<file path="config.mk">
export PLATFORM = sky130hd
export DESIGN_NAME = gsw_status
export DESIGN_NICKNAME = d
export VERILOG_FILES = /design/src/rtl/gsw_pkg.sv /design/src/rtl/gsw_status.sv
export VERILOG_INCLUDE_DIRS = /design/src /design/src/rtl
export SDC_FILE = /design/constraint.sdc
export NUM_CORES = 1
export LEC_CHECK = 0
export ABC_AREA = 1
export BUFFER_PORTS_ARGS = -buffer_cell sky130_fd_sc_hd__buf_2
export CAP_MARGIN = 20
export CORE_MARGIN = 2
export CORE_UTILIZATION = 52
export DETAILED_ROUTE_END_ITERATION = 10
export HOLD_SLACK_MARGIN = 0.06
export PLACE_DENSITY = 0.92
export SLEW_MARGIN = 5
export SYNTH_ARGS = -nofsm -noshare
export SYNTH_HDL_FRONTEND = slang
export SYNTH_SLANG_ARGS = --single-unit
export TNS_END_PERCENT = 20
</file>
<file path="constraint.sdc">
create_clock -name core_clk -period 4.1 [get_ports core_clk]
set_input_delay 0.82 -clock core_clk [delete_from_list [all_inputs] [get_ports core_clk]]
set_output_delay 0.82 -clock core_clk [all_outputs]
set_load 0.01 [all_outputs]
</file>
<file path="src/rtl/gsw_cfg.svh">
// constants of the gateway status word block
`ifndef GSW_CFG_SVH
`define GSW_CFG_SVH
// ----------------------------------------
// register byte offsets
// ----------------------------------------
`define GSW_OFS_STATUS 12'h000
`define GSW_OFS_CTRL 12'h004
`define GSW_OFS_IRQ_STAT 12'h008
`define GSW_OFS_IRQ_MASK 12'h00c
// ----------------------------------------
// field positions and codes
// ----------------------------------------
`define GSW_CTRL_RUN 0
`define GSW_CTRL_CNT_LO 8
`define GSW_FATAL_DIGIT 4'h8
`define GSW_OK_DIGIT 4'h0
`define GSW_RUN_DIGIT 4'h1
`define GSW_STOP_DIGIT 4'h0
`define GSW_CODE_WDOG 8'h01
`define GSW_CODE_SYNTAX 8'h02
`define GSW_CODE_ALLOC 8'h15
`define GSW_CODE_NONE 8'h00
`define GSW_UNIT_NONE 8'h00
// ----------------------------------------
// reset values
// ----------------------------------------
`define GSW_RST_CTRL 16'h0000
`define GSW_RST_MASK 3'h0
`define GSW_RST_STATUS 16'h0000
// ----------------------------------------
// axi responses
// ----------------------------------------
`define GSW_RESP_OKAY 2'h0
`define GSW_RESP_SLVERR 2'h2
`endif

</file>
<file path="src/rtl/gsw_pkg.sv">
// types of the gateway status word block
`default_nettype none
package gsw_pkg;
    // fault events from the gateway core, one-cycle pulses
    typedef struct packed {
        logic wdog;
        logic syntax;
        logic alloc;
    } gsw_fault_t;
    // conditions under which the cpu cannot be told of a fault
    typedef struct packed {
        logic mem_locked;
        logic link_fail;
        logic prog_protect;
    } gsw_block_t;
    // one serviced component report
    typedef struct packed {
        logic done;
        logic absent;
        logic [4:0] unit;
    } gsw_svc_t;
    // gateway operating mode, gray along idle-run-halt
    typedef enum logic [1:0] {
        GSW_IDLE = 2'b00,
        GSW_RUN = 2'b01,
        GSW_HALT = 2'b11
    } gsw_mode_t;
endpackage
`default_nettype wire

</file>
<file path="src/rtl/gsw_status.sv">
// gateway status word keeper with axi4-lite registers
`include "gsw_cfg.svh"
`default_nettype none
// Functional notes
// RULE_01: on an error the gateway halts and the stop digit (bits 8-11) reads zero.
// RULE_02: a fatal error puts 8 in the top digit so bit 15 is one.
// RULE_03: without error the low two digits give, in bcd 00-31, the last serviced unit.
// RULE_04: after power-up the low digits read 00 until some unit has been serviced.
// RULE_05: low digits read 00 when the unit count is zero, run is zero or the unit is absent.
// RULE_06: without error the run digit is 1 while running and 0 while stopped.
// RULE_07: without fatal error the top digit is 0 so bit 15 is zero.
// RULE_08: memory locked in run mode, link failure or program protect make faults unreportable.
// RULE_09: an unreportable condition stops all traffic and lights the error indicator.
// RULE_10: in the error layout the low digits hold 01 watchdog, 02 syntax or 15 allocation.
// RULE_11: the cpu sets the unit count; a count of zero means no unit is polled.
// RULE_12: the whole 16-bit status word is written to host memory in one update.
module gsw_status (
    // clock and reset
    input wire logic core_clk,
    input wire logic reset,
    // axi4-lite write address
    input wire logic [11:0] s_axi_awaddr,
    input wire logic s_axi_awvalid,
    output logic s_axi_awready,
    // axi4-lite write data
    input wire logic [31:0] s_axi_wdata,
    input wire logic [3:0] s_axi_wstrb,
    input wire logic s_axi_wvalid,
    output logic s_axi_wready,
    // axi4-lite write response
    output logic [1:0] s_axi_bresp,
    output logic s_axi_bvalid,
    input wire logic s_axi_bready,
    // axi4-lite read address
    input wire logic [11:0] s_axi_araddr,
    input wire logic s_axi_arvalid,
    output logic s_axi_arready,
    // axi4-lite read data
    output logic [31:0] s_axi_rdata,
    output logic [1:0] s_axi_rresp,
    output logic s_axi_rvalid,
    input wire logic s_axi_rready,
    // gateway core events
    input wire gsw_pkg::gsw_fault_t fault_in,
    input wire gsw_pkg::gsw_svc_t svc_in,
    // cpu link condition pins
    input wire gsw_pkg::gsw_block_t block_pin,
    // host memory status update
    output logic [15:0] host_word_memory_data,
    output logic host_word_memory_write,
    // gateway control and indicators
    output logic comm_enable,
    output logic err_led,
    output logic irq
);
    import gsw_pkg::*;

    // ----------------------------------------
    // pin synchronisers
    // ----------------------------------------
    gsw_block_t block_meta;
    gsw_block_t block_sync;

    // two flops before any logic reads the pins
    always_ff @(posedge core_clk) begin
        if (reset) begin
            block_meta <= '0;
            block_sync <= '0;
        end else begin
            block_meta <= block_pin;
            block_sync <= block_meta;
        end
    end

    // ----------------------------------------
    // registers
    // ----------------------------------------
    logic [15:0] ctrl;
    logic [2:0] irq_stat;
    logic [2:0] irq_mask;
    logic [15:0] status;
    logic [7:0] fault_code;
    logic fatal;
    logic unreportable;
    logic [7:0] last_unit;
    gsw_mode_t mode;
    gsw_mode_t next_mode;
    logic [15:0] next_status;
    logic run_set;
    logic cnt_zero;
    logic any_fault;
    logic blocked;
    logic svc_ok;

    assign run_set = ctrl[`GSW_CTRL_RUN];
    assign cnt_zero = (ctrl[15:`GSW_CTRL_CNT_LO] == 8'h00); // [RULE_11]
    assign any_fault = fault_in.wdog | fault_in.syntax | fault_in.alloc;
    assign blocked = block_sync.mem_locked | block_sync.link_fail | block_sync.prog_protect; // [RULE_08]

    // ----------------------------------------
    // axi4-lite slave
    // ----------------------------------------
    logic aw_held;
    logic w_held;
    logic [11:0] aw_addr;
    logic [31:0] w_data;
    logic [3:0] w_strb;
    logic wr_go;
    logic [2:0] w1c;

    assign s_axi_awready = !aw_held && !s_axi_bvalid;
    assign s_axi_wready = !w_held && !s_axi_bvalid;
    assign s_axi_arready = !s_axi_rvalid;
    assign wr_go = aw_held && w_held && !s_axi_bvalid;
    assign w1c = (wr_go && aw_addr == `GSW_OFS_IRQ_STAT && w_strb[0]) ? w_data[2:0] : 3'h0;

    // capture address and data in either order
    always_ff @(posedge core_clk) begin
        if (reset) begin
            aw_held <= 1'b0;
            w_held <= 1'b0;
            aw_addr <= 12'h000;
            w_data <= 32'h00000000;
            w_strb <= 4'h0;
        end else begin
            if (s_axi_awvalid && s_axi_awready) begin
                aw_held <= 1'b1;
                aw_addr <= s_axi_awaddr;
            end else if (wr_go) begin
                aw_held <= 1'b0;
            end
            if (s_axi_wvalid && s_axi_wready) begin
                w_held <= 1'b1;
                w_data <= s_axi_wdata;
                w_strb <= s_axi_wstrb;
            end else if (wr_go) begin
                w_held <= 1'b0;
            end
        end
    end

    // write response
    always_ff @(posedge core_clk) begin
        if (reset) begin
            s_axi_bvalid <= 1'b0;
            s_axi_bresp <= `GSW_RESP_OKAY;
        end else if (wr_go) begin
            s_axi_bvalid <= 1'b1;
            case (aw_addr)
                `GSW_OFS_STATUS, `GSW_OFS_CTRL, `GSW_OFS_IRQ_STAT, `GSW_OFS_IRQ_MASK: begin
                    s_axi_bresp <= `GSW_RESP_OKAY;
                end
                default: begin
                    s_axi_bresp <= `GSW_RESP_SLVERR;
                end
            endcase
        end else if (s_axi_bready) begin
            s_axi_bvalid <= 1'b0;
        end
    end

    // control and mask writes, byte lanes honoured
    always_ff @(posedge core_clk) begin
        if (reset) begin
            ctrl <= `GSW_RST_CTRL;
            irq_mask <= `GSW_RST_MASK;
        end else if (wr_go) begin
            if (aw_addr == `GSW_OFS_CTRL) begin
                if (w_strb[0]) begin
                    ctrl[7:0] <= w_data[7:0];
                end
                if (w_strb[1]) begin
                    ctrl[15:8] <= w_data[15:8];
                end
            end
            if (aw_addr == `GSW_OFS_IRQ_MASK && w_strb[0]) begin
                irq_mask <= w_data[2:0];
            end
        end
    end

    // read channel, data registered
    always_ff @(posedge core_clk) begin
        if (reset) begin
            s_axi_rvalid <= 1'b0;
            s_axi_rdata <= 32'h00000000;
            s_axi_rresp <= `GSW_RESP_OKAY;
        end else if (s_axi_arvalid && s_axi_arready) begin
            s_axi_rvalid <= 1'b1;
            s_axi_rresp <= `GSW_RESP_OKAY;
            case (s_axi_araddr)
                `GSW_OFS_STATUS: s_axi_rdata <= {16'h0000, status};
                `GSW_OFS_CTRL: s_axi_rdata <= {16'h0000, ctrl};
                `GSW_OFS_IRQ_STAT: s_axi_rdata <= {29'h0, irq_stat};
                `GSW_OFS_IRQ_MASK: s_axi_rdata <= {29'h0, irq_mask};
                default: begin
                    s_axi_rdata <= 32'h00000000;
                    s_axi_rresp <= `GSW_RESP_SLVERR;
                end
            endcase
        end else if (s_axi_rready) begin
            s_axi_rvalid <= 1'b0;
        end
    end

    // ----------------------------------------
    // fault capture
    // ----------------------------------------
    // first fault kept, later ones ignored until reset
    always_ff @(posedge core_clk) begin
        if (reset) begin
            fault_code <= `GSW_CODE_NONE;
            fatal <= 1'b0;
        end else if (fault_code == `GSW_CODE_NONE && any_fault) begin
            if (fault_in.wdog) begin
                fault_code <= `GSW_CODE_WDOG; // [RULE_10]
                fatal <= 1'b1;
            end else if (fault_in.alloc) begin
                fault_code <= `GSW_CODE_ALLOC; // [RULE_10]
                fatal <= 1'b1;
            end else begin
                fault_code <= `GSW_CODE_SYNTAX; // [RULE_10]
                fatal <= 1'b0;
            end
        end
    end

    // unreportable condition latches until reset
    always_ff @(posedge core_clk) begin
        if (reset) begin
            unreportable <= 1'b0;
        end else if (blocked) begin
            unreportable <= 1'b1; // [RULE_08]
        end
    end

    // ----------------------------------------
    // operating mode
    // ----------------------------------------
    always_comb begin
        next_mode = mode;
        case (mode)
            GSW_IDLE: begin
                if (run_set && !cnt_zero) begin
                    next_mode = GSW_RUN; // [RULE_11]
                end
            end
            GSW_RUN: begin
                if (!run_set || cnt_zero) begin
                    next_mode = GSW_IDLE;
                end
            end
            GSW_HALT: next_mode = GSW_HALT;
            default: next_mode = GSW_IDLE;
        endcase
        if (fault_code != `GSW_CODE_NONE || any_fault || unreportable || blocked) begin
            next_mode = GSW_HALT; // [RULE_01] [RULE_09]
        end
    end

    always_ff @(posedge core_clk) begin
        if (reset) begin
            mode <= GSW_IDLE;
        end else begin
            mode <= next_mode;
        end
    end

    assign comm_enable = (mode == GSW_RUN); // [RULE_09]
    assign err_led = (mode == GSW_HALT); // [RULE_09]

    // ----------------------------------------
    // last serviced unit
    // ----------------------------------------
    function automatic logic [7:0] to_bcd(input logic [4:0] u);
        logic [3:0] tens;
        logic [4:0] ones;
        tens = (u >= 5'd30) ? 4'h3 : (u >= 5'd20) ? 4'h2 : (u >= 5'd10) ? 4'h1 : 4'h0;
        ones = u - (5'(tens) * 5'd10); // product kept at 5 bits so 30 does not wrap
        return {tens, ones[3:0]};
    endfunction

    assign svc_ok = svc_in.done && (mode == GSW_RUN);

    always_ff @(posedge core_clk) begin
        if (reset) begin
            last_unit <= `GSW_UNIT_NONE; // [RULE_04]
        end else if (svc_ok) begin
            last_unit <= svc_in.absent ? `GSW_UNIT_NONE : to_bcd(svc_in.unit); // [RULE_03] [RULE_05]
        end
    end

    // ----------------------------------------
    // status word composition
    // ----------------------------------------
    always_comb begin
        if (fault_code != `GSW_CODE_NONE) begin
            next_status[15:12] = fatal ? `GSW_FATAL_DIGIT : `GSW_OK_DIGIT; // [RULE_02] [RULE_07]
            next_status[11:8] = `GSW_STOP_DIGIT; // [RULE_01]
            next_status[7:0] = fault_code; // [RULE_10]
        end else begin
            next_status[15:12] = `GSW_OK_DIGIT; // [RULE_07]
            next_status[11:8] = (mode == GSW_RUN) ? `GSW_RUN_DIGIT : `GSW_STOP_DIGIT; // [RULE_06]
            next_status[7:0] = (cnt_zero || !run_set) ? `GSW_UNIT_NONE : last_unit; // [RULE_05]
        end
    end

    // one whole-word update per change, frozen when the cpu cannot take it
    always_ff @(posedge core_clk) begin
        if (reset) begin
            status <= `GSW_RST_STATUS;
            host_word_memory_data <= `GSW_RST_STATUS;
            host_word_memory_write <= 1'b0;
        end else begin
            host_word_memory_write <= 1'b0;
            if (!unreportable && !blocked && next_status != status) begin
                status <= next_status; // [RULE_12]
                host_word_memory_data <= next_status; // [RULE_12]
                host_word_memory_write <= 1'b1;
            end
        end
    end

    // ----------------------------------------
    // interrupts
    // ----------------------------------------
    // bit0 serviced, bit1 fault, bit2 unreportable; set wins over clear
    always_ff @(posedge core_clk) begin
        if (reset) begin
            irq_stat <= 3'h0;
        end else begin
            irq_stat <= (irq_stat & ~w1c) | {blocked, any_fault, svc_ok};
        end
    end

    assign irq = |(irq_stat & irq_mask);
endmodule // gsw_status
`default_nettype wire

</file>
==> results.md <==
* CTS-repair resized insts at 0
* Tmin final at 2.27 ns
* Site Rows at 33
* Actual slew at the worst max-slew pin at 0.719 ns
* Crit path DAT at 2.49 ns
* # DRC at 0
* Leak Pwr at 0.00236 uW
* Primary FF master, synth: dfxtp_1
* Clk_skew at 0.0136 ns
* Cell Pwr Density at 400 nW/um^2
* Via count of the routed design at 4165
* Cts bufs inserted at 9
* CTS tree: done
* Cells after Synth at 622
* Max-Cap Viols at 0
* Placer Congestion at 0.899
* Drt total wl at 10100 um
* DP Wirelength at 7530 um
* Initial antenna violation count at 0
* Initial DRC count at 281
* Cell area after synthesis at 4490 sq um
* RSZ-0062 raised after global routing: no
* Die area at 9400 sq um
* # diodes at 0
* Relative slew slack at 52.0%
* DRT Pass-1 Iters at 5
* CP Class: reg -> reg
* Async set or reset register ratio after synthesis at 0%
* Via/cell ratio at 5.09
* Setup_tns at 0 ns
* Netlist cell types at 33
* DIE HEIGHT at 97.0 um
* IO Count at 141
* Clk buf depth at 2
* Register area share after synthesis at 45.4%
* Root Buffer: clkbuf_8
* Die extent in x at 97.0 um
* Wire length per cell at 12.3 um
* Flops & latches, synth at 102
* Core ar. at 8300 sq um
* Largest fanout on the critical path at 18
* Fmax at 441 MHz
* CTS sink count at 102
* Critical Path End Type: flip-flop
* Post-CTS Repair Setup Buffers at 0
* Total track usage at 21.2%
* Period Utilization, post-route at 55.3%
* Final design utilization at 61.9%
* H-tree depth at 3
* Vias in the first global route at 3769
* CP required at 4.33 ns
* Initial Util at 54.1%
* Final setup viols at 0
* Final hold vios at 0
* Startpoint types: flip-flop
* Outcome: finished, final reports clean
* Largest net degree at the start of global routing at 49
* Area Growth Syn to Fin at 14.4%
* Grt ovf at 0
* DRT antenna net count at 0
* Yosys warning total at 0
* Final Max Slew Viols at 0
* Max rail drop VDD at 0.254 mV
* CTS Hold Bufs at 0
* Hold Crit Class: reg -> reg
* CTS clock-pin slew for the worst setup and hold paths at 0.09 ns
* Share of layout cells above drive strength 1 at 17.9%
* Clk Latency, worst-skew pair at 0.36 ns
* Port Buffers at 96
* Final net count at 794
* First-pass GRT wire length at 16700 um
* Syn Area/Cell at 7.22 sq um
* Number of synthesized flops with an enable pin at 0
==> worst max-delay path: stages (launching register included) <==
cell and delay (ns):
dfxtp_1 0.31, nor3_1 0.34, inv_1 0.11, nor2_2 0.57, nand3_1 0.23, nor2_1 0.12, o21ai_0 0.16, o21ai_0 0.22
a31oi_1 0.08
==> cells by family after synthesis <==
logic type / count (synthesis) / synth area share [%]
flip-flops: 102 / 45.4
adder cells (fa/ha/maj): 5 / 1.39
buffers and inverters: 122 / 12.7
AND/OR/NAND/NOR: 254 / 24.0
AO/OA/AOI/OAI: 138 / 16.3
other: 1 / 0.0835
==> routing by layer <==
layer	track usage, %	wire (um)	vias up
met2	34.9	4640	162
met4	8.56	258	0
li1	-	-	2133
met5	0	0	-
met3	5.20	780	25
met1	26.6	4390	1845
==> cells in the final DEF (no fill, tap or decap), drive strengths merged, types with 3 or more instances in the layout <==
| cell | count |
|---|---|
| ha | 5 |
| nor4 | 3 |
| a21oi | 59 |
| nor2 | 108 |
| nand3 | 36 |
| o21ai | 56 |
| nand2 | 90 |
| o22ai | 10 |
| or2 | 3 |
| buf | 98 |
| a211oi | 8 |
| dfxtp | 102 |
| nand4 | 4 |
| clkinv | 4 |
| conb | 26 |
| clkbuf | 10 |
| inv | 75 |
| nor3 | 8 |
==> flip-flops by register name (all words and copies together), names as in the netlist, 6 cells and up <==
register,flops
s_axi_rdata,16
w_data,16
last_unit,6
status,8
ctrl,16
aw_addr,12
==> synthesized netlist by cell type, drive strengths merged, types with 2 or more instances <==
library cell / count / area, sq um
clkinv: 2 / 7.51
nand4: 4 / 25.0
inv: 73 / 274
nor3: 8 / 40.0
nand2: 90 / 350
clkbuf: 14 / 52.6
a211oi: 8 / 60.1
nand3: 36 / 180
or2: 3 / 18.8
dfxtp: 102 / 2040
o21ai: 56 / 280
ha: 5 / 62.6
nor4: 3 / 25.0
o22ai: 10 / 62.6
a21oi: 59 / 295
a31oi: 2 / 12.5
nor2: 108 / 425
buf: 33 / 238
==> through the flow <==
stage                     hold WS [ns]  power, uW  std cells  area (sq um)  worst slack, ns
final                            0.406       2060        819          5140             1.83
after global routing             0.435       2170        819          5140             1.66
after CTS                        0.408       2070        819          5140             1.91
after detailed placement         0.395       1450        803          4940             1.60
after global placement           0.394       1420        802          4920             1.16
after floorplan                  0.388       1360        647          4590             1.98
==> power breakdown <==
group | internal (uW) | total, uW | leakage (uW) | switching [uW]
Clock | 287 | 631 | 0.0000973 | 344
Sequential | 1050 | 1090 | 0.000836 | 42.0
Combinational | 120 | 336 | 0.00142 | 215
Total | 1460 | 2060 | 0.00236 | 601
==> final timing paths <==
kind | from | to | slack (ns) | cells after the start
min reg2reg | block_meta[0]$_SDFF_PP0_ | block_sync[0]$_SDFF_PP0_ | 0.41 | 2
min | block_meta[0]$_SDFF_PP0_ | block_sync[0]$_SDFF_PP0_ | 0.41 | 2
max | block_sync[1]$_SDFF_PP0_ | mode[0]$_SDFFE_PP0P_ | 1.83 | 8
max reg2reg | block_sync[1]$_SDFF_PP0_ | mode[0]$_SDFFE_PP0P_ | 1.83 | 8
==> layout make-up <==
type,count,area (sq um)
fill,743,3160
tap,105,131
inverter,75,282
multi-input combinational,423,1970
clock inverter,6,68.8
timing repair buffer,98,515
clock buffer,10,128
sequential,102,2040
(Power assumes the default switching activity.)
